[config.mk]
export PLATFORM = sky130hd
export DESIGN_NAME = clock_sync_serial_channel
export DESIGN_NICKNAME = d
export VERILOG_FILES = /design/src/hw/sync_serial_pkg.sv /design/src/hw/rate_div_if.sv /design/src/hw/clock_sync_serial_channel.sv /design/src/hw/rate_divider.sv
export VERILOG_INCLUDE_DIRS = /design/src /design/src/hw
export SDC_FILE = /design/constraint.sdc
export NUM_CORES = 1
export LEC_CHECK = 0
export BUFFER_PORTS_ARGS = -buffer_cell sky130_fd_sc_hd__buf_4
export CORE_MARGIN = 1.5
export CORE_UTILIZATION = 55
export CTS_CLUSTER_DIAMETER = 80
export DETAILED_ROUTE_END_ITERATION = 6
export GPL_ROUTABILITY_DRIVEN = 0
export PLACE_DENSITY = 0.8
export RECOVER_POWER = 25
export SYNTH_ARGS = -nofsm -noshare
export SYNTH_HDL_FRONTEND = slang
export SYNTH_SLANG_ARGS = --single-unit
[constraint.sdc]
create_clock -name sys_clk -period 2.5 [get_ports sys_clk]
set_input_delay 0.125 -clock sys_clk [delete_from_list [all_inputs] [get_ports sys_clk]]
set_output_delay 0.125 -clock sys_clk [all_outputs]
set_load 0.02 [all_outputs]
[src/hw/sync_serial_cfg.svh]
// constants for the clock synchronous serial channel
`ifndef SYNC_SERIAL_CFG_SVH
`define SYNC_SERIAL_CFG_SVH

`define MODE_SEL_LSB      0
`define MODE_SEL_MSB      2
`define MODE_SYNC         3'h1
`define MODE_CLK_EXT_BIT  3
`define MODE_SLEEP_BIT    7

`define CTRL0_SRC_LSB     0
`define CTRL0_SRC_MSB     1
`define CTRL0_HS_BIT      2

`define FRAME_LAST        3'h7
`define BIT_CNT_RST       3'h0

`define PRE_TERM_F2       9'h001
`define PRE_TERM_F16      9'h00f
`define PRE_TERM_F64      9'h03f
`define PRE_TERM_F512     9'h1ff

`define SCLK_IDLE         1'b1
`define TX_BUF_EMPTY_RST  1'b1
`define TX_REG_EMPTY_RST  1'b1
`define SER_OUT_IDLE      1'b1
`define RTS_IDLE          1'b1
`define BYTE_RST          8'h00

`endif

[src/hw/sync_serial_pkg.sv]
// types shared by the clock synchronous serial channel
package sync_serial_pkg;
	typedef enum logic [0:0] {
		st_idle  = 1'b0,
		st_shift = 1'b1
	} shift_state_t;

	typedef enum logic [1:0] {
		src_f2   = 2'b00,
		src_f16  = 2'b01,
		src_f64  = 2'b10,
		src_f512 = 2'b11
	} src_sel_t;

	typedef logic [7:0] byte_t;
endpackage

[src/hw/rate_div_if.sv]
// link between the channel and its rate divider
`timescale 1ns/1ps
interface rate_div_if;
	import sync_serial_pkg::*;
	logic     run;
	src_sel_t src_sel;
	byte_t    divisor;
	logic     underflow;

	modport ctl (output run, output src_sel, output divisor, input underflow);
	modport div (input run, input src_sel, input divisor, output underflow);
endinterface

[src/hw/clock_sync_serial_channel.sv]
// clock synchronous serial channel: shift clock, transmit and receive
`timescale 1ns/1ps
`include "sync_serial_cfg.svh"
module clock_sync_serial_channel (
	input  wire logic                  sys_clk,
	input  wire logic                  rst_b,
	input  wire logic [7:0]            mode_reg,
	input  wire logic [7:0]            ctrl0_reg,
	input  wire sync_serial_pkg::byte_t baud_reg,
	input  wire logic                  tx_enable,
	input  wire logic                  rx_enable,
	input  wire logic                  tx_write,
	input  wire sync_serial_pkg::byte_t tx_data,
	input  wire logic                  rx_read,
	input  wire logic                  shift_clock_pin_in,
	output logic                       shift_clock_pin_out,
	output logic                       shift_clock_pin_oe,
	output logic                       serial_out_pin,
	input  wire logic                  serial_in_pin,
	input  wire logic                  clear_to_send_input,
	output logic                       ready_to_receive_output,
	output logic                       tx_buf_empty,
	output logic                       tx_reg_empty,
	output logic                       rx_complete,
	output logic                       overrun_err,
	output sync_serial_pkg::byte_t     rx_data,
	output logic                       tx_irq_pulse,
	output logic                       rx_irq_pulse
);
	import sync_serial_pkg::*;

	rate_div_if div_bus ();

	shift_state_t state_ff;
	shift_state_t nxt_state;
	byte_t        tx_buf_ff;
	byte_t        nxt_tx_buf;
	byte_t        tx_sh_ff;
	byte_t        nxt_tx_sh;
	byte_t        rx_sh_ff;
	byte_t        nxt_rx_sh;
	byte_t        rx_buf_ff;
	byte_t        nxt_rx_buf;
	logic [2:0]   bit_cnt_ff;
	logic [2:0]   nxt_bit_cnt;
	logic         sclk_ff;
	logic         nxt_sclk;
	logic         oe_ff;
	logic         nxt_oe;
	logic         ext_prev_ff;
	logic         nxt_ext_prev;
	logic         ser_out_ff;
	logic         nxt_ser_out;
	logic         rts_ff;
	logic         nxt_rts;
	logic         tx_buf_empty_ff;
	logic         nxt_tx_buf_empty;
	logic         tx_reg_empty_ff;
	logic         nxt_tx_reg_empty;
	logic         rx_complete_ff;
	logic         nxt_rx_complete;
	logic         overrun_ff;
	logic         nxt_overrun;
	logic         rx_active_ff;
	logic         nxt_rx_active;
	logic         tx_irq_ff;
	logic         nxt_tx_irq;
	logic         rx_irq_ff;
	logic         nxt_rx_irq;

	logic sync_mode;
	logic ext_clk;
	logic hs_off;
	logic start_ok;
	logic fall_ev;
	logic rise_ev;
	logic last_bit;

	assign sync_mode = (mode_reg[`MODE_SEL_MSB:`MODE_SEL_LSB] == `MODE_SYNC);
	assign ext_clk   = mode_reg[`MODE_CLK_EXT_BIT];
	assign hs_off    = ctrl0_reg[`CTRL0_HS_BIT];
	// receive rides on the same start: no separate receive trigger exists
	assign start_ok  = sync_mode & tx_enable & ~tx_buf_empty_ff
		& (hs_off | ~clear_to_send_input);

	// pin input treated as synchronous; edges only count inside a frame
	assign fall_ev  = (state_ff == st_shift)
		& (ext_clk ? (ext_prev_ff & ~shift_clock_pin_in) : (div_bus.underflow & sclk_ff));
	assign rise_ev  = (state_ff == st_shift)
		& (ext_clk ? (~ext_prev_ff & shift_clock_pin_in) : (div_bus.underflow & ~sclk_ff));
	assign last_bit = rise_ev & (bit_cnt_ff == `FRAME_LAST);

	assign div_bus.run     = (state_ff == st_shift) & ~ext_clk;
	assign div_bus.src_sel = src_sel_t'(ctrl0_reg[`CTRL0_SRC_MSB:`CTRL0_SRC_LSB]);
	assign div_bus.divisor = baud_reg;

	rate_divider u_rate_divider (
		.sys_clk (sys_clk),
		.rst_b   (rst_b),
		.div_bus (div_bus.div)
	);

	always_comb begin
		nxt_state        = state_ff;
		nxt_tx_buf       = tx_buf_ff;
		nxt_tx_sh        = tx_sh_ff;
		nxt_rx_sh        = rx_sh_ff;
		nxt_rx_buf       = rx_buf_ff;
		nxt_bit_cnt      = bit_cnt_ff;
		nxt_sclk         = sclk_ff;
		nxt_ser_out      = ser_out_ff;
		nxt_tx_buf_empty = tx_buf_empty_ff;
		nxt_tx_reg_empty = tx_reg_empty_ff;
		nxt_rx_complete  = rx_complete_ff;
		nxt_overrun      = overrun_ff;
		nxt_rx_active    = rx_active_ff;
		nxt_tx_irq       = 1'b0;
		nxt_rx_irq       = 1'b0;
		nxt_ext_prev     = shift_clock_pin_in;
		nxt_oe           = sync_mode & ~ext_clk;

		// clears first so a completion in the same cycle wins
		if (rx_read || !rx_enable) begin
			nxt_rx_complete = 1'b0;
			nxt_overrun     = 1'b0;
		end

		if (fall_ev) begin
			if (!ext_clk) begin
				nxt_sclk = 1'b0;
			end
			nxt_ser_out = tx_sh_ff[0];
			nxt_tx_sh   = {1'b0, tx_sh_ff[7:1]};
		end

		if (rise_ev) begin
			if (!ext_clk) begin
				nxt_sclk = 1'b1;
			end
			nxt_bit_cnt = bit_cnt_ff + 3'h1;
			if (rx_active_ff) begin
				nxt_rx_sh = {serial_in_pin, rx_sh_ff[7:1]};
			end
		end

		if (last_bit) begin
			nxt_state        = st_idle;
			nxt_tx_reg_empty = 1'b1;
			nxt_rx_active    = 1'b0;
			if (rx_active_ff) begin
				nxt_rx_buf = {serial_in_pin, rx_sh_ff[7:1]};
				if (nxt_rx_complete) begin
					nxt_overrun = 1'b1;
				end else begin
					nxt_rx_complete = 1'b1;
					nxt_rx_irq      = 1'b1;
				end
			end
		end

		unique case (state_ff)
			st_idle: begin
				nxt_sclk = `SCLK_IDLE;
			end
			st_shift: begin
				if (!sync_mode) begin
					nxt_state     = st_idle;
					nxt_rx_active = 1'b0;
				end
			end
		endcase

		// a start at the last rising edge keeps the clock running gaplessly
		if (start_ok && (state_ff == st_idle || last_bit)) begin
			nxt_state        = st_shift;
			nxt_tx_sh        = tx_buf_ff;
			nxt_bit_cnt      = `BIT_CNT_RST;
			nxt_tx_buf_empty = 1'b1;
			nxt_tx_reg_empty = 1'b0;
			nxt_tx_irq       = 1'b1;
			nxt_rx_active    = rx_enable;
			nxt_sclk         = `SCLK_IDLE;
		end

		if (tx_write) begin
			nxt_tx_buf       = tx_data;
			nxt_tx_buf_empty = 1'b0;
		end

		nxt_rts = ~(~hs_off & 1'b0) & ~(hs_off & rx_enable & ~nxt_rx_active);
	end

	always_ff @(posedge sys_clk or negedge rst_b) begin
		if (!rst_b) begin
			state_ff        <= st_idle;
			tx_buf_ff       <= `BYTE_RST;
			tx_sh_ff        <= `BYTE_RST;
			rx_sh_ff        <= `BYTE_RST;
			rx_buf_ff       <= `BYTE_RST;
			bit_cnt_ff      <= `BIT_CNT_RST;
			sclk_ff         <= `SCLK_IDLE;
			oe_ff           <= 1'b0;
			ext_prev_ff     <= `SCLK_IDLE;
			ser_out_ff      <= `SER_OUT_IDLE;
			rts_ff          <= `RTS_IDLE;
			tx_buf_empty_ff <= `TX_BUF_EMPTY_RST;
			tx_reg_empty_ff <= `TX_REG_EMPTY_RST;
			rx_complete_ff  <= 1'b0;
			overrun_ff      <= 1'b0;
			rx_active_ff    <= 1'b0;
			tx_irq_ff       <= 1'b0;
			rx_irq_ff       <= 1'b0;
		end else begin
			state_ff        <= nxt_state;
			tx_buf_ff       <= nxt_tx_buf;
			tx_sh_ff        <= nxt_tx_sh;
			rx_sh_ff        <= nxt_rx_sh;
			rx_buf_ff       <= nxt_rx_buf;
			bit_cnt_ff      <= nxt_bit_cnt;
			sclk_ff         <= nxt_sclk;
			oe_ff           <= nxt_oe;
			ext_prev_ff     <= nxt_ext_prev;
			ser_out_ff      <= nxt_ser_out;
			rts_ff          <= nxt_rts;
			tx_buf_empty_ff <= nxt_tx_buf_empty;
			tx_reg_empty_ff <= nxt_tx_reg_empty;
			rx_complete_ff  <= nxt_rx_complete;
			overrun_ff      <= nxt_overrun;
			rx_active_ff    <= nxt_rx_active;
			tx_irq_ff       <= nxt_tx_irq;
			rx_irq_ff       <= nxt_rx_irq;
		end
	end

	assign shift_clock_pin_out     = sclk_ff;
	assign shift_clock_pin_oe      = oe_ff;
	assign serial_out_pin          = ser_out_ff;
	assign ready_to_receive_output = rts_ff;
	assign tx_buf_empty            = tx_buf_empty_ff;
	assign tx_reg_empty            = tx_reg_empty_ff;
	assign rx_complete             = rx_complete_ff;
	assign overrun_err             = overrun_ff;
	assign rx_data                 = rx_buf_ff;
	assign tx_irq_pulse            = tx_irq_ff;
	assign rx_irq_pulse            = rx_irq_ff;
endmodule

[src/hw/rate_divider.sv]
// prescaler plus 8-bit reload divider producing underflow pulses
`timescale 1ns/1ps
`include "sync_serial_cfg.svh"
module rate_divider (
	input  wire logic sys_clk,
	input  wire logic rst_b,
	rate_div_if.div   div_bus
);
	import sync_serial_pkg::*;

	logic [8:0] pre_ff;
	logic [8:0] nxt_pre;
	byte_t      cnt_ff;
	byte_t      nxt_cnt;
	logic       uf_ff;
	logic       nxt_uf;
	logic [8:0] pre_term;
	logic       tick;

	always_comb begin
		unique case (div_bus.src_sel)
			src_f2:   pre_term = `PRE_TERM_F2;
			src_f16:  pre_term = `PRE_TERM_F16;
			src_f64:  pre_term = `PRE_TERM_F64;
			src_f512: pre_term = `PRE_TERM_F512;
		endcase
	end

	assign tick = (pre_ff == pre_term);

	always_comb begin
		nxt_pre = pre_ff;
		nxt_cnt = cnt_ff;
		nxt_uf  = 1'b0;
		if (!div_bus.run) begin
			// held at reload while idle so each frame starts a full period
			nxt_pre = 9'h000;
			nxt_cnt = div_bus.divisor;
		end else begin
			nxt_pre = tick ? 9'h000 : pre_ff + 9'h001;
			if (tick) begin
				if (cnt_ff == 8'h00) begin
					nxt_uf  = 1'b1;
					nxt_cnt = div_bus.divisor;
				end else begin
					nxt_cnt = cnt_ff - 8'h01;
				end
			end
		end
	end

	always_ff @(posedge sys_clk or negedge rst_b) begin
		if (!rst_b) begin
			pre_ff <= 9'h000;
			cnt_ff <= `BYTE_RST;
			uf_ff  <= 1'b0;
		end else begin
			pre_ff <= nxt_pre;
			cnt_ff <= nxt_cnt;
			uf_ff  <= nxt_uf;
		end
	end

	assign div_bus.underflow = uf_ff;
endmodule

Word level (Yosys, flattened, before mapping)
Cells that the tools add are included.
{ "op_classes": {"reduce_logical": 12, "bitwise_logic": 24, "n_mux": 44, "n_addsub": 3, "eq_ne": 7} }
{ "op_table": {"columns": ["operator", "count"], "rows": [
  ["8-bit 2-to-1 mux", 5],
  ["9-bit one-hot mux with 4 select lines", 1],
  ["1-bit 2-to-1 mux", 34],
  ["9-bit 2-to-1 mux", 2],
  ["1-bit AND", 14],
  ["9-bit by 1-bit adder with 9-bit output, second input constant", 1],
  ["9-bit equality test", 1],
  ["1-bit inverter", 9],
  ["8-bit zero test", 1],
  ["2-bit nonzero test", 4],
  ["8-bit by 1-bit subtractor with 8-bit output, second input constant", 1],
  ["3-bit 2-to-1 mux", 2],
  ["2-bit equality test, second input constant", 2],
  ["2-bit AND reduction", 2],
  ["3-bit by 1-bit adder with 3-bit output, second input constant", 1],
  ["3-bit by 1-bit equality test with 1-bit output, second input constant", 1],
  ["3-bit equality test, second input constant", 1],
  ["2-bit by 1-bit equality test with 1-bit output, second input constant", 1],
  ["2-bit zero test", 1],
  ["1-bit logical OR", 2],
  ["2-bit inequality test, second input constant", 1],
  ["1-bit logical AND", 1],
  ["1-bit zero test", 1],
  ["1-bit bitwise OR", 1]
]} }
{ "word_totals": {"ff_bits": 66, "in_bits": 41, "out_inout_bits": 18, "word_cells": 111} }

Logic depth before layout (Yosys ltp)
Gate-level depths: netlist of the first run.
{ "logic_depth": {"depth_word": 12, "mapped_depth": 7, "depth_no_buf": 7} }

Cells and area by module
From an unflattened synthesis of the first run, not the netlist that was laid out.
{ "hier_totals": {"cells_unflattened": 263, "hier_area_um2": 3088.0} }
{ "modules_own_cells": {"columns": ["mod", "area_per_inst_um2", "cells_each", "seq_area_each_um2", "n_inst"], "rows": [
  ["clock_sync_serial_channel", 2030.7, 145, 1183.6, 1],
  ["rate_divider", 1057.3, 118, 450.4, 1]
]} }

Worst setup path after synthesis of the first run
Ideal clock, no wire load.
{ "synth_timing": {"path_kind": "flip-flop to flip-flop", "startpoint": "register ext_prev_ff", "endpoint": "register rx_buf_ff[0] (netlist: rx_data[0])", "arrival_time_ns": 2.017, "synth_period_minus_slack_ns": 2.142, "path_slack_ns": 0.358, "path_stages_with_launch": 6, "required_time_ns": 2.375, "path_buffers": 0, "setup_ns": 0.125, "path_cell_list": "dfstp_2 -> and3b_1 -> o211ai_1 -> clkinv_1 -> nand2_2 -> mux2_2"} }
{ "synth_between": {"elab_chain_len": 6} }
{ "synth_rtl": {"columns": ["element", "line_no", "source"], "rows": [
  ["start, declared", "clock_sync_serial_channel.sv:50", "logic ext_prev_ff;"],
  ["start signal, assigned", "clock_sync_serial_channel.sv:203", "ext_prev_ff <= `SCLK_IDLE;"],
  ["start signal, assigned", "clock_sync_serial_channel.sv:222", "ext_prev_ff <= nxt_ext_prev;"],
  ["1-bit inverter", "clock_sync_serial_channel.sv:90", "& (ext_clk ? (~ext_prev_ff & shift_clock_pin_in) : (div_bus.underflow & ~sclk_ff));"],
  ["1-bit AND", "clock_sync_serial_channel.sv:90", null],
  ["1-bit 2-to-1 mux", "clock_sync_serial_channel.sv:90", null],
  ["1-bit AND", "clock_sync_serial_channel.sv:90", null],
  ["1-bit AND", "clock_sync_serial_channel.sv:91", "assign last_bit = rise_ev & (bit_cnt_ff == `FRAME_LAST);"],
  ["2-bit AND reduction (no line)", null, null],
  ["end signal, assigned", "clock_sync_serial_channel.sv:199", "rx_buf_ff <= `BYTE_RST;"],
  ["end signal, assigned", "clock_sync_serial_channel.sv:218", "rx_buf_ff <= nxt_rx_buf;"],
  ["end, declared", "clock_sync_serial_channel.sv:42", "byte_t rx_buf_ff;"]
]} }
Every way passes these cells.
A chain may end at the register's enable or synchronous reset.

Final worst setup path of the first run
{ "layout_timing": {"startpoint": "input mode_reg[3]", "endpoint": "register rts_ff (netlist: ready_to_receive_output)"} }
{ "layout_between": {"elab_chain_len": 10, "elab_cells_between_ends": 12, "classes_between": "mux (5); bitwise (5); reduce/logical (2)"} }
{ "layout_rtl": {"columns": ["element", "line_no", "source"], "rows": [
  ["start, declared", "clock_sync_serial_channel.sv:7", "input wire logic [7:0] mode_reg,"],
  ["1-bit 2-to-1 mux *", "clock_sync_serial_channel.sv:90", null],
  ["1-bit AND *", "clock_sync_serial_channel.sv:90", null],
  ["1-bit AND *", "clock_sync_serial_channel.sv:91", null],
  ["1-bit 2-to-1 mux", "clock_sync_serial_channel.sv:146", "if (last_bit) begin"],
  ["1-bit 2-to-1 mux", "clock_sync_serial_channel.sv:166", "if (!sync_mode) begin"],
  ["1-bit 2-to-1 mux", "clock_sync_serial_channel.sv:161", "unique case (state_ff)"],
  ["1-bit 2-to-1 mux *", "clock_sync_serial_channel.sv:174", "if (start_ok && (state_ff == st_idle || last_bit)) begin"],
  ["1-bit inverter *", "clock_sync_serial_channel.sv:190", "nxt_rts = ~(~hs_off & 1'b0) & ~(hs_off & rx_enable & ~nxt_rx_active);"],
  ["1-bit AND *", "clock_sync_serial_channel.sv:190", null],
  ["1-bit inverter *", "clock_sync_serial_channel.sv:190", null],
  ["via nxt_rts", "clock_sync_serial_channel.sv:55", "logic nxt_rts;"],
  ["end signal, assigned", "clock_sync_serial_channel.sv:205", "rts_ff <= `RTS_IDLE;"],
  ["end signal, assigned", "clock_sync_serial_channel.sv:224", "rts_ff <= nxt_rts;"],
  ["end, declared", "clock_sync_serial_channel.sv:54", "logic rts_ff;"]
]} }
Mark *: on every way through the listed nets, which the timed path passes. The rest lies on a longest branch.

==> metrics.txt, run 1 <==
# TYPE chip_impl_metric gauge
chip_impl_metric{name="seq_power_share",unit=""} 0.491
chip_impl_metric{name="yosys_register_bits",unit=""} 65
chip_impl_metric{name="fmax",unit="MHz"} 446.4
chip_impl_metric{name="p_sw_frac",unit=""} 0.2435
chip_impl_metric{name="worst_clock_skew",unit="ns"} 0.01073
chip_impl_metric{name="maximum_cell_stage_delay_along_the_critical_path",unit="ns"} 0.55
chip_impl_metric{name="areaGrowthSynthToFinish",unit="%"} 24.99
chip_impl_metric{name="worst_skew_pair.late_latency",unit="ns"} 0.34
chip_impl_metric{name="num-fill-cells",unit=""} 387
chip_impl_metric{name="min_period_over_period",unit=""} 0.8960
chip_impl_metric{name="total_leakage_power",unit="nW"} 1.751
chip_impl_info{name="status",value="complete, but fails checks"} 1
chip_impl_metric{name="dp_cells",unit=""} 397
chip_impl_metric{name="clockBufferDepth",unit=""} 2
chip_impl_metric{name="grt_remaining_overflow",unit=""} 0
chip_impl_metric{name="pin_count_of_the_biggest_net_entering_global_routing",unit=""} 66
chip_impl_info{name="synth_top_area_cell",value="sky130_fd_sc_hd__dfrtp_1"} 1
chip_impl_metric{name="critPathArrivalTime",unit="ns"} 2.52
chip_impl_metric{name="design.core.area",unit="um^2"} 5205
chip_impl_info{name="violations_in_the_final_reports",value="max-capacitance violations, max-slew violations"} 1
chip_impl_metric{name="detail_route.wl_per_cell",unit="um"} 13.83
chip_impl_metric{name="cp.buffers_inverters",unit=""} 3
chip_impl_metric{name="floorplan.die.width",unit="um"} 76.97
chip_impl_metric{name="totalWireLength",unit="mm"} 5.850
chip_impl_info{name="critical_path.startpoint_type",value="input port"} 1
chip_impl_metric{name="synth_area",unit="um^2"} 3009
chip_impl_info{name="grt_setup_unrepaired",value="no"} 1
chip_impl_metric{name="finalSetupViolations",unit=""} 0
chip_impl_metric{name="max-slew-margin-rel",unit=""} -0.03198
chip_impl_metric{name="insertedDiodeCount",unit=""} 0
chip_impl_metric{name="viasPerCell",unit=""} 5.426
chip_impl_metric{name="floorplan.initialDensity",unit=""} 0.5781
chip_impl_info{name="yosys.cell_count.top_type",value="sky130_fd_sc_hd__dfrtp_1"} 1
chip_impl_metric{name="seq_area_frac_synth",unit=""} 0.5430
chip_impl_metric{name="cts_max_level",unit=""} 3
chip_impl_metric{name="cts_inserted_buffers",unit=""} 9
chip_impl_info{name="tritoncts_clock_tree",value="yes"} 1
chip_impl_metric{name="die_height",unit="um"} 76.97
chip_impl_metric{name="postSynthAreaPerCell",unit="um^2"} 10.90
chip_impl_metric{name="grt_pass1_wl",unit="mm"} 10.09
chip_impl_metric{name="clk_transition_reported_paths",unit="ns"} 0.08
chip_impl_info{name="critical-path-slowest-cell",value="sky130_fd_sc_hd__dlygate4sd3_1"} 1
chip_impl_metric{name="first_drt_iteration_drcs",unit=""} 153
chip_impl_info{name="flip_flop_cell_with_the_highest_count_after_synthesis",value="sky130_fd_sc_hd__dfrtp_1"} 1
chip_impl_metric{name="grt.total_usage",unit=""} 0.2145
chip_impl_metric{name="place_ws",unit="ns"} 0.3759
chip_impl_info{name="cts_root_buf",value="sky130_fd_sc_hd__clkbuf_8"} 1
chip_impl_metric{name="timing.critical_path.fanout_max",unit=""} 7
chip_impl_metric{name="power_per_cell_area",unit="nW/um^2"} 634.3
chip_impl_metric{name="ys_async_rst_share",unit=""} 1.000
chip_impl_metric{name="p_switching",unit="W"} 0.0005808
chip_impl_metric{name="post_synth_edffs",unit=""} 0
chip_impl_metric{name="final_critical_path_setup_slack",unit="ns"} 0.2600
chip_impl_metric{name="grt_pass1_vias",unit=""} 2235
chip_impl_metric{name="via_count",unit=""} 2295
chip_impl_info{name="synth.top_cells.by_area",value="sky130_fd_sc_hd__dfrtp_1, sky130_fd_sc_hd__mux2_2, sky130_fd_sc_hd__nand2_1"} 1
chip_impl_metric{name="power.combinational.fraction",unit=""} 0.090
chip_impl_metric{name="power_frac_clock",unit=""} 0.419
chip_impl_info{name="setup.worst_path.class",value="in -> reg"} 1
chip_impl_metric{name="yosys_warnings",unit=""} 0
chip_impl_metric{name="synthCells",unit=""} 276
chip_impl_metric{name="worstMarginPinSlew",unit="ns"} 1.548
chip_impl_metric{name="layout.nets",unit=""} 394
chip_impl_metric{name="hold_viol_final",unit=""} 0
chip_impl_info{name="crit_top_cell",value="sky130_fd_sc_hd__dlygate4sd3_1"} 1
chip_impl_info{name="synth_commonest_cells",value="sky130_fd_sc_hd__dfrtp_1, sky130_fd_sc_hd__nand2_1, sky130_fd_sc_hd__nor2_1, sky130_fd_sc_hd__o21ai_0, sky130_fd_sc_hd__mux2_2"} 1
chip_impl_info{name="crit_chain",value="dlygate4sd3_1 -> clkbuf_1 -> nor3b_1 -> o211ai_1 -> a211oi_2 -> nand4b_1 -> dlygate4sd3_1"} 1
chip_impl_metric{name="area_share_of_the_leading_cell_type_in_the_synthesized_netlist",unit=""} 0.4906
chip_impl_metric{name="post-dp-hpwl",unit="mm"} 4.039
chip_impl_metric{name="port_buffers",unit=""} 49
chip_impl_metric{name="syn_nets",unit=""} 322
chip_impl_metric{name="netlist-cell-type-count",unit=""} 53
chip_impl_metric{name="antenna_found_initial",unit=""} 0
chip_impl_metric{name="numClockSinks",unit=""} 65
chip_impl_metric{name="pin_count",unit=""} 59
chip_impl_metric{name="drive_gt1_frac",unit=""} 0.2550
chip_impl_metric{name="power_report.internal_total",unit="W"} 0.001805
chip_impl_metric{name="ir_drop",unit="mV"} 0.4556
chip_impl_metric{name="route.antenna.remaining_nets",unit=""} 0
chip_impl_metric{name="dieArea",unit="um^2"} 5924
chip_impl_metric{name="finalWorstPathRequiredPeriod",unit="ns"} 2.240
chip_impl_metric{name="final-instance-count-excl-fill",unit=""} 423
chip_impl_metric{name="final_max_slew_viol_count",unit=""} 66
chip_impl_metric{name="post-route-util",unit=""} 0.7226
chip_impl_info{name="critical_path.top_delay_family",value="buffers and inverters"} 1
chip_impl_metric{name="dr.pass1.iters",unit=""} 5
chip_impl_metric{name="drc_errors",unit=""} 0
chip_impl_metric{name="cell_rows",unit=""} 26
chip_impl_info{name="cp-end-kind",value="flop"} 1
chip_impl_metric{name="critical_path_required",unit="ns"} 2.78
chip_impl_info{name="hold_path_class",value="in -> reg"} 1
chip_impl_metric{name="maxCapViolations",unit=""} 1
chip_impl_metric{name="setup_tns",unit="ns"} 0
## worst paths after layout
kind                                          start                       end  slack, ns  cells after the start
max in group asynchronous                     rst_b              tx_buf_ff[1]       0.87                      2
max                                     mode_reg[3]   ready_to_receive_output       0.26                      7
min                                      tx_data[4]              tx_buf_ff[4]      0.009                      2
min in group asynchronous                     rst_b  u_rate_divider.pre_ff[8]       0.72                      2
max reg2reg                u_rate_divider.pre_ff[3]  u_rate_divider.cnt_ff[1]       0.38                      6
min reg2reg                            tx_reg_empty              tx_reg_empty       0.47                      2
## registers in the layout (all words and copies together) (netlist names), 3 cells and up
| name | cells |
|---|---|
| u_rate_divider.cnt_ff | 8 |
| u_rate_divider.pre_ff | 9 |
| tx_buf_ff | 8 |
| bit_cnt_ff | 3 |
| tx_sh_ff | 8 |
| rx_sh_ff | 7 |
| rx_data | 8 |
## per-stage QoR
| stage | instance area (um^2) | hold WS (ns) | power, W |
|---|---|---|---|
| 4_1_cts | 3824 | 0.002747 | 0.002405 |
| 3_5_place_dp | 3498 | 0.2516 | 0.001395 |
| 6_report | 3761 | 0.008849 | 0.002386 |
| 3_3_place_gp | 3498 | 0.2497 | 0.001382 |
| 5_1_grt | 3761 | 0.003821 | 0.002484 |
| 2_1_floorplan | 3009 | -0.1706 | 0.001289 |
## power groups by stage
stage	clock network, W	logic (W)	registers [W]
global route	0.00106	0.000243	0.00118
detailed placement	0	0.000207	0.00119
finish	0.000999	0.000215	0.00117
global placement	0	0.000198	0.00118
floorplan	0	0.000106	0.00118
CTS	0.00101	0.000222	0.00117
## per-layer routing
metal | track usage | up-vias | share of wire | wire length, um
met4 | 0.05926 | 0 | 0.0079 | 46
met5 | 0 | - | 0 | 0
met3 | 0.05714 | 5 | 0.055 | 321
met1 | 0.2868 | 1083 | 0.45 | 2652
li1 | - | 1134 | - | -
met2 | 0.3451 | 73 | 0.48 | 2830
## cells by family (layout without fill, tap and decap cells)
family | after synthesis | in the layout | share of synthesized area
simple gates | 103 | 103 | 0.1647
flops | 65 | 65 | 0.5430
compound gates | 55 | 55 | 0.1372
mux | 26 | 26 | 0.09356
buf+inv | 14 | 91 | 0.01746
xor+xnor | 8 | 8 | 0.02329
fa+ha+maj | 5 | 5 | 0.02079
## cells in the final DEF, fill, tap and decap left out, types with 3 or more instances in the layout
cell type / Yosys / layout
sky130_fd_sc_hd__dfrtp_1: 59 / 59
sky130_fd_sc_hd__nand2_1: 44 / 44
sky130_fd_sc_hd__buf_4: 0 / 39
sky130_fd_sc_hd__nor2_1: 22 / 22
sky130_fd_sc_hd__o21ai_0: 19 / 19
sky130_fd_sc_hd__mux2_2: 17 / 17
sky130_fd_sc_hd__clkbuf_1: 5 / 16
sky130_fd_sc_hd__dlygate4sd3_1: 0 / 10
sky130_fd_sc_hd__mux2i_1: 9 / 9
sky130_fd_sc_hd__clkbuf_8: 0 / 9
sky130_fd_sc_hd__inv_1: 8 / 8
sky130_fd_sc_hd__nand3_1: 6 / 6
sky130_fd_sc_hd__dfstp_2: 6 / 6
sky130_fd_sc_hd__and3_1: 5 / 5
sky130_fd_sc_hd__a21oi_1: 5 / 5
sky130_fd_sc_hd__xor2_1: 5 / 5
sky130_fd_sc_hd__ha_1: 5 / 5
sky130_fd_sc_hd__nor3_1: 4 / 4
sky130_fd_sc_hd__or3_1: 3 / 3
sky130_fd_sc_hd__a2111oi_0: 3 / 3
sky130_fd_sc_hd__a31oi_1: 3 / 3
sky130_fd_sc_hd__xnor2_1: 3 / 3
sky130_fd_sc_hd__nand2b_1: 3 / 3
sky130_fd_sc_hd__nor3b_1: 3 / 3
sky130_fd_sc_hd__a2bb2oi_1: 3 / 3
## layout make-up
| type | count | area (um^2) | area share |
|---|---|---|---|
| clock buffers | 9 | 123.9 | 0.03293 |
| clock inverters | 7 | 101.3 | 0.02695 |
| inverters | 9 | 33.78 | 0.008982 |
| multi-input cells | 197 | 1323 | 0.3516 |
| flip-flops and latches | 65 | 1634 | 0.4345 |
| well taps | 70 | 87.58 | 0.02329 |
| repair buffers | 66 | 457.9 | 0.1218 |
## what timing repair did
item                      in CTS  in global routing
hold buffers                  10                  0
hold endpoints to repair      67                  0
setup buffers                  0                  0
resized for setup              0                  0
Power figures use the tool's default switching activity.
==> run 2: changes to the inputs <==
ABC_CLOCK_PERIOD_IN_PS = 2500   (was default)
GPL_TIMING_DRIVEN = 1   (was default)
PLACE_DENSITY = 0.85   (was 0.8)
==> metrics.txt, run 2 (synthesis results as in run 1) <==
# TYPE chip_impl_metric gauge
chip_impl_metric{name="critical_path_required",unit="ns"} 2.71
chip_impl_metric{name="grt.total_usage",unit=""} 0.2265
chip_impl_info{name="status",value="complete, but fails checks"} 1
chip_impl_metric{name="design.core.area",unit="um^2"} 5205
chip_impl_metric{name="post-dp-hpwl",unit="mm"} 4.177
chip_impl_metric{name="route.antenna.remaining_nets",unit=""} 0
chip_impl_info{name="registers.top_by_ff_count",value="u_rate_divider.pre_ff"} 1
chip_impl_metric{name="first_drt_iteration_drcs",unit=""} 157
chip_impl_metric{name="power_per_cell_area",unit="nW/um^2"} 630.4
chip_impl_metric{name="total_leakage_power",unit="nW"} 1.745
chip_impl_info{name="cts_root_buf",value="sky130_fd_sc_hd__clkbuf_8"} 1
chip_impl_metric{name="numClockSinks",unit=""} 65
chip_impl_info{name="timing.hold.worst.start",value="tx_write"} 1
chip_impl_metric{name="worstRegToRegCells",unit=""} 5
chip_impl_metric{name="finalSetupViolations",unit=""} 0
chip_impl_metric{name="areaGrowthSynthToFinish",unit="%"} 24.12
chip_impl_metric{name="min_period_over_period",unit=""} 0.8529
chip_impl_metric{name="grt_pass1_vias",unit=""} 2297
chip_impl_metric{name="setup_tns",unit="ns"} 0
chip_impl_metric{name="clockBufferDepth",unit=""} 2
chip_impl_metric{name="drive_gt1_frac",unit=""} 0.2621
chip_impl_metric{name="critPathArrivalTime",unit="ns"} 2.34
chip_impl_metric{name="totalWireLength",unit="mm"} 6.084
chip_impl_metric{name="port_buffers",unit=""} 49
chip_impl_info{name="critical_path.reg2reg.endpoint",value="u_rate_divider.cnt_ff[2]"} 1
chip_impl_metric{name="max-slew-margin-rel",unit=""} -0.04587
chip_impl_metric{name="fmax",unit="MHz"} 469.0
chip_impl_info{name="violations_in_the_final_reports",value="max-capacitance violations, max-slew violations"} 1
chip_impl_info{name="crit_chain",value="or4_4 -> o22a_4 -> nor3_4 -> a21oi_2 -> o221a_1"} 1
chip_impl_metric{name="finalWorstPathRequiredPeriod",unit="ns"} 2.132
chip_impl_metric{name="dieArea",unit="um^2"} 5924
chip_impl_info{name="mostFrequentLayoutCells",value="sky130_fd_sc_hd__dfrtp_1, sky130_fd_sc_hd__nand2_1, sky130_fd_sc_hd__buf_4"} 1
chip_impl_metric{name="largest_reg_flops",unit=""} 9
chip_impl_info{name="cp-end-kind",value="flop"} 1
chip_impl_metric{name="grt_pass1_wl",unit="mm"} 10.61
chip_impl_metric{name="insertedDiodeCount",unit=""} 0
chip_impl_metric{name="detail_route.wl_per_cell",unit="um"} 14.45
chip_impl_info{name="critical-path-slowest-cell",value="sky130_fd_sc_hd__or4_4"} 1
chip_impl_metric{name="cell_rows",unit=""} 26
chip_impl_metric{name="maximum_cell_stage_delay_along_the_critical_path",unit="ns"} 0.57
chip_impl_info{name="worst_hold_path.endpoint",value="tx_buf_empty"} 1
chip_impl_metric{name="clk_transition_reported_paths",unit="ns"} 0.07
chip_impl_metric{name="worst_skew_pair.late_latency",unit="ns"} 0.33
chip_impl_info{name="layout_commonest_cell",value="sky130_fd_sc_hd__dfrtp_1"} 1
chip_impl_metric{name="via_count",unit=""} 2298
chip_impl_metric{name="final_max_slew_viol_count",unit=""} 66
chip_impl_metric{name="die_height",unit="um"} 76.97
chip_impl_metric{name="cts_max_level",unit=""} 3
chip_impl_info{name="max_layer_used",value="met4"} 1
chip_impl_metric{name="drc_errors",unit=""} 0
chip_impl_metric{name="viasPerCell",unit=""} 5.458
chip_impl_metric{name="timing.critical_path.fanout_max",unit=""} 6
chip_impl_metric{name="floorplan.die.width",unit="um"} 76.97
chip_impl_metric{name="pin_count_of_the_biggest_net_entering_global_routing",unit=""} 66
chip_impl_metric{name="worstMarginPinSlew",unit="ns"} 1.569
chip_impl_metric{name="power.total",unit="W"} 0.002354
chip_impl_metric{name="pin_count",unit=""} 59
chip_impl_info{name="startpoint_of_the_worst_register_to_register_path",value="u_rate_divider.pre_ff[3]"} 1
chip_impl_metric{name="grt_remaining_overflow",unit=""} 0
chip_impl_metric{name="antenna_found_initial",unit=""} 0
chip_impl_info{name="hold_path_class",value="in -> reg"} 1
chip_impl_metric{name="hold_viol_final",unit=""} 0
chip_impl_metric{name="wl_met1",unit="mm"} 2.826
chip_impl_metric{name="maxCapViolations",unit=""} 1
chip_impl_metric{name="dr.pass1.iters",unit=""} 4
chip_impl_info{name="grt_setup_unrepaired",value="no"} 1
chip_impl_info{name="setup.worst_path.class",value="reg -> reg"} 1
chip_impl_info{name="critical_path.startpoint_type",value="flop"} 1
chip_impl_metric{name="worst_clock_skew",unit="ns"} 0.008759
chip_impl_metric{name="floorplan.initialDensity",unit=""} 0.5781
chip_impl_info{name="tritoncts_clock_tree",value="yes"} 1
chip_impl_metric{name="postCtsSetupRepairBufs",unit=""} 0
chip_impl_metric{name="ir_drop",unit="mV"} 0.4361
chip_impl_metric{name="routed_met2_length",unit="mm"} 2.913
chip_impl_metric{name="worst-r2r-setup-slack",unit="ns"} 0.37
chip_impl_metric{name="layout.nets",unit=""} 392
chip_impl_metric{name="cts_inserted_buffers",unit=""} 9
chip_impl_metric{name="hold-path-cell-count",unit=""} 2
chip_impl_metric{name="met3_routed_wirelength",unit="um"} 293
-- run 2: cell count changes in the layout (fill, tap and decap cells not counted) --
cell / change
sky130_fd_sc_hd__inv_6: -2
sky130_fd_sc_hd__dlygate4sd3_1: -4
sky130_fd_sc_hd__clkinv_4: +1
sky130_fd_sc_hd__buf_4: +3
-- run 2: stage by stage --
stage                     worst slack, ns  std cells  hold slack (ns)  instance area (um^2)    util
after global placement             0.3818        399           0.2500                  3513  0.6750
after CTS                          0.3603        421         0.006118                  3794  0.7288
after floorplan                    0.3581        276          -0.1706                  3009       -
after global routing               0.2216        421          0.01422                  3735  0.7175
final                              0.3678        421          0.01878                  3735  0.7175
after detailed placement           0.3670        399           0.2507                  3513  0.6750
-- run 2: power breakdown --
part           switching, W  leakage [nW]  internal [W]
Combinational      0.000108         0.805      0.000107
Sequential        0.0000439         0.838       0.00113
Clock              0.000405         0.103      0.000565
-- run 2: worst max path at each step --
stage	startpoint	to	slack, ns	cells after the start
finish	u_rate_divider.pre_ff[3]	u_rate_divider.cnt_ff[2]	0.37	5
global route	u_rate_divider.pre_ff[3]	u_rate_divider.cnt_ff[5]	0.22	5
CTS	u_rate_divider.pre_ff[3]	u_rate_divider.cnt_ff[2]	0.36	5
detailed placement	u_rate_divider.pre_ff[3]	u_rate_divider.cnt_ff[2]	0.37	5
global placement	u_rate_divider.pre_ff[3]	u_rate_divider.cnt_ff[2]	0.38	5
floorplan	ext_prev_ff	rx_data[0]	0.36	5
-- run 2: layer usage --
layer	up-vias	global-route usage
li1	1133	-
met1	1089	0.2998
met2	70	0.3708
met3	6	0.04643
met4	0	0.07963
met5	-	0
-- run 2: worst max-delay path, delay by kind of cell, from the launching register on --
kind / cells / cell delay [ns]
and+or+nand+nor: 2 / 0.87
AOI/OAI and AO/OA: 3 / 0.72
DFF: 1 / 0.44
-- run 2: cell type report --
class	instances	area (um^2)
fillers	383	1470
clock buffers	10	127.6
flip-flops and latches	65	1634
inverters	9	33.78
multi-input cells	197	1323
repair buffers	64	436.7
well taps	70	87.58
clock inverters	6	92.59
-- run 2: repair_timing --
action / in CTS / in global routing
hold endpoints to repair: 64 / 0
hold buffers: 6 / 0
resized for setup: 0 / 0
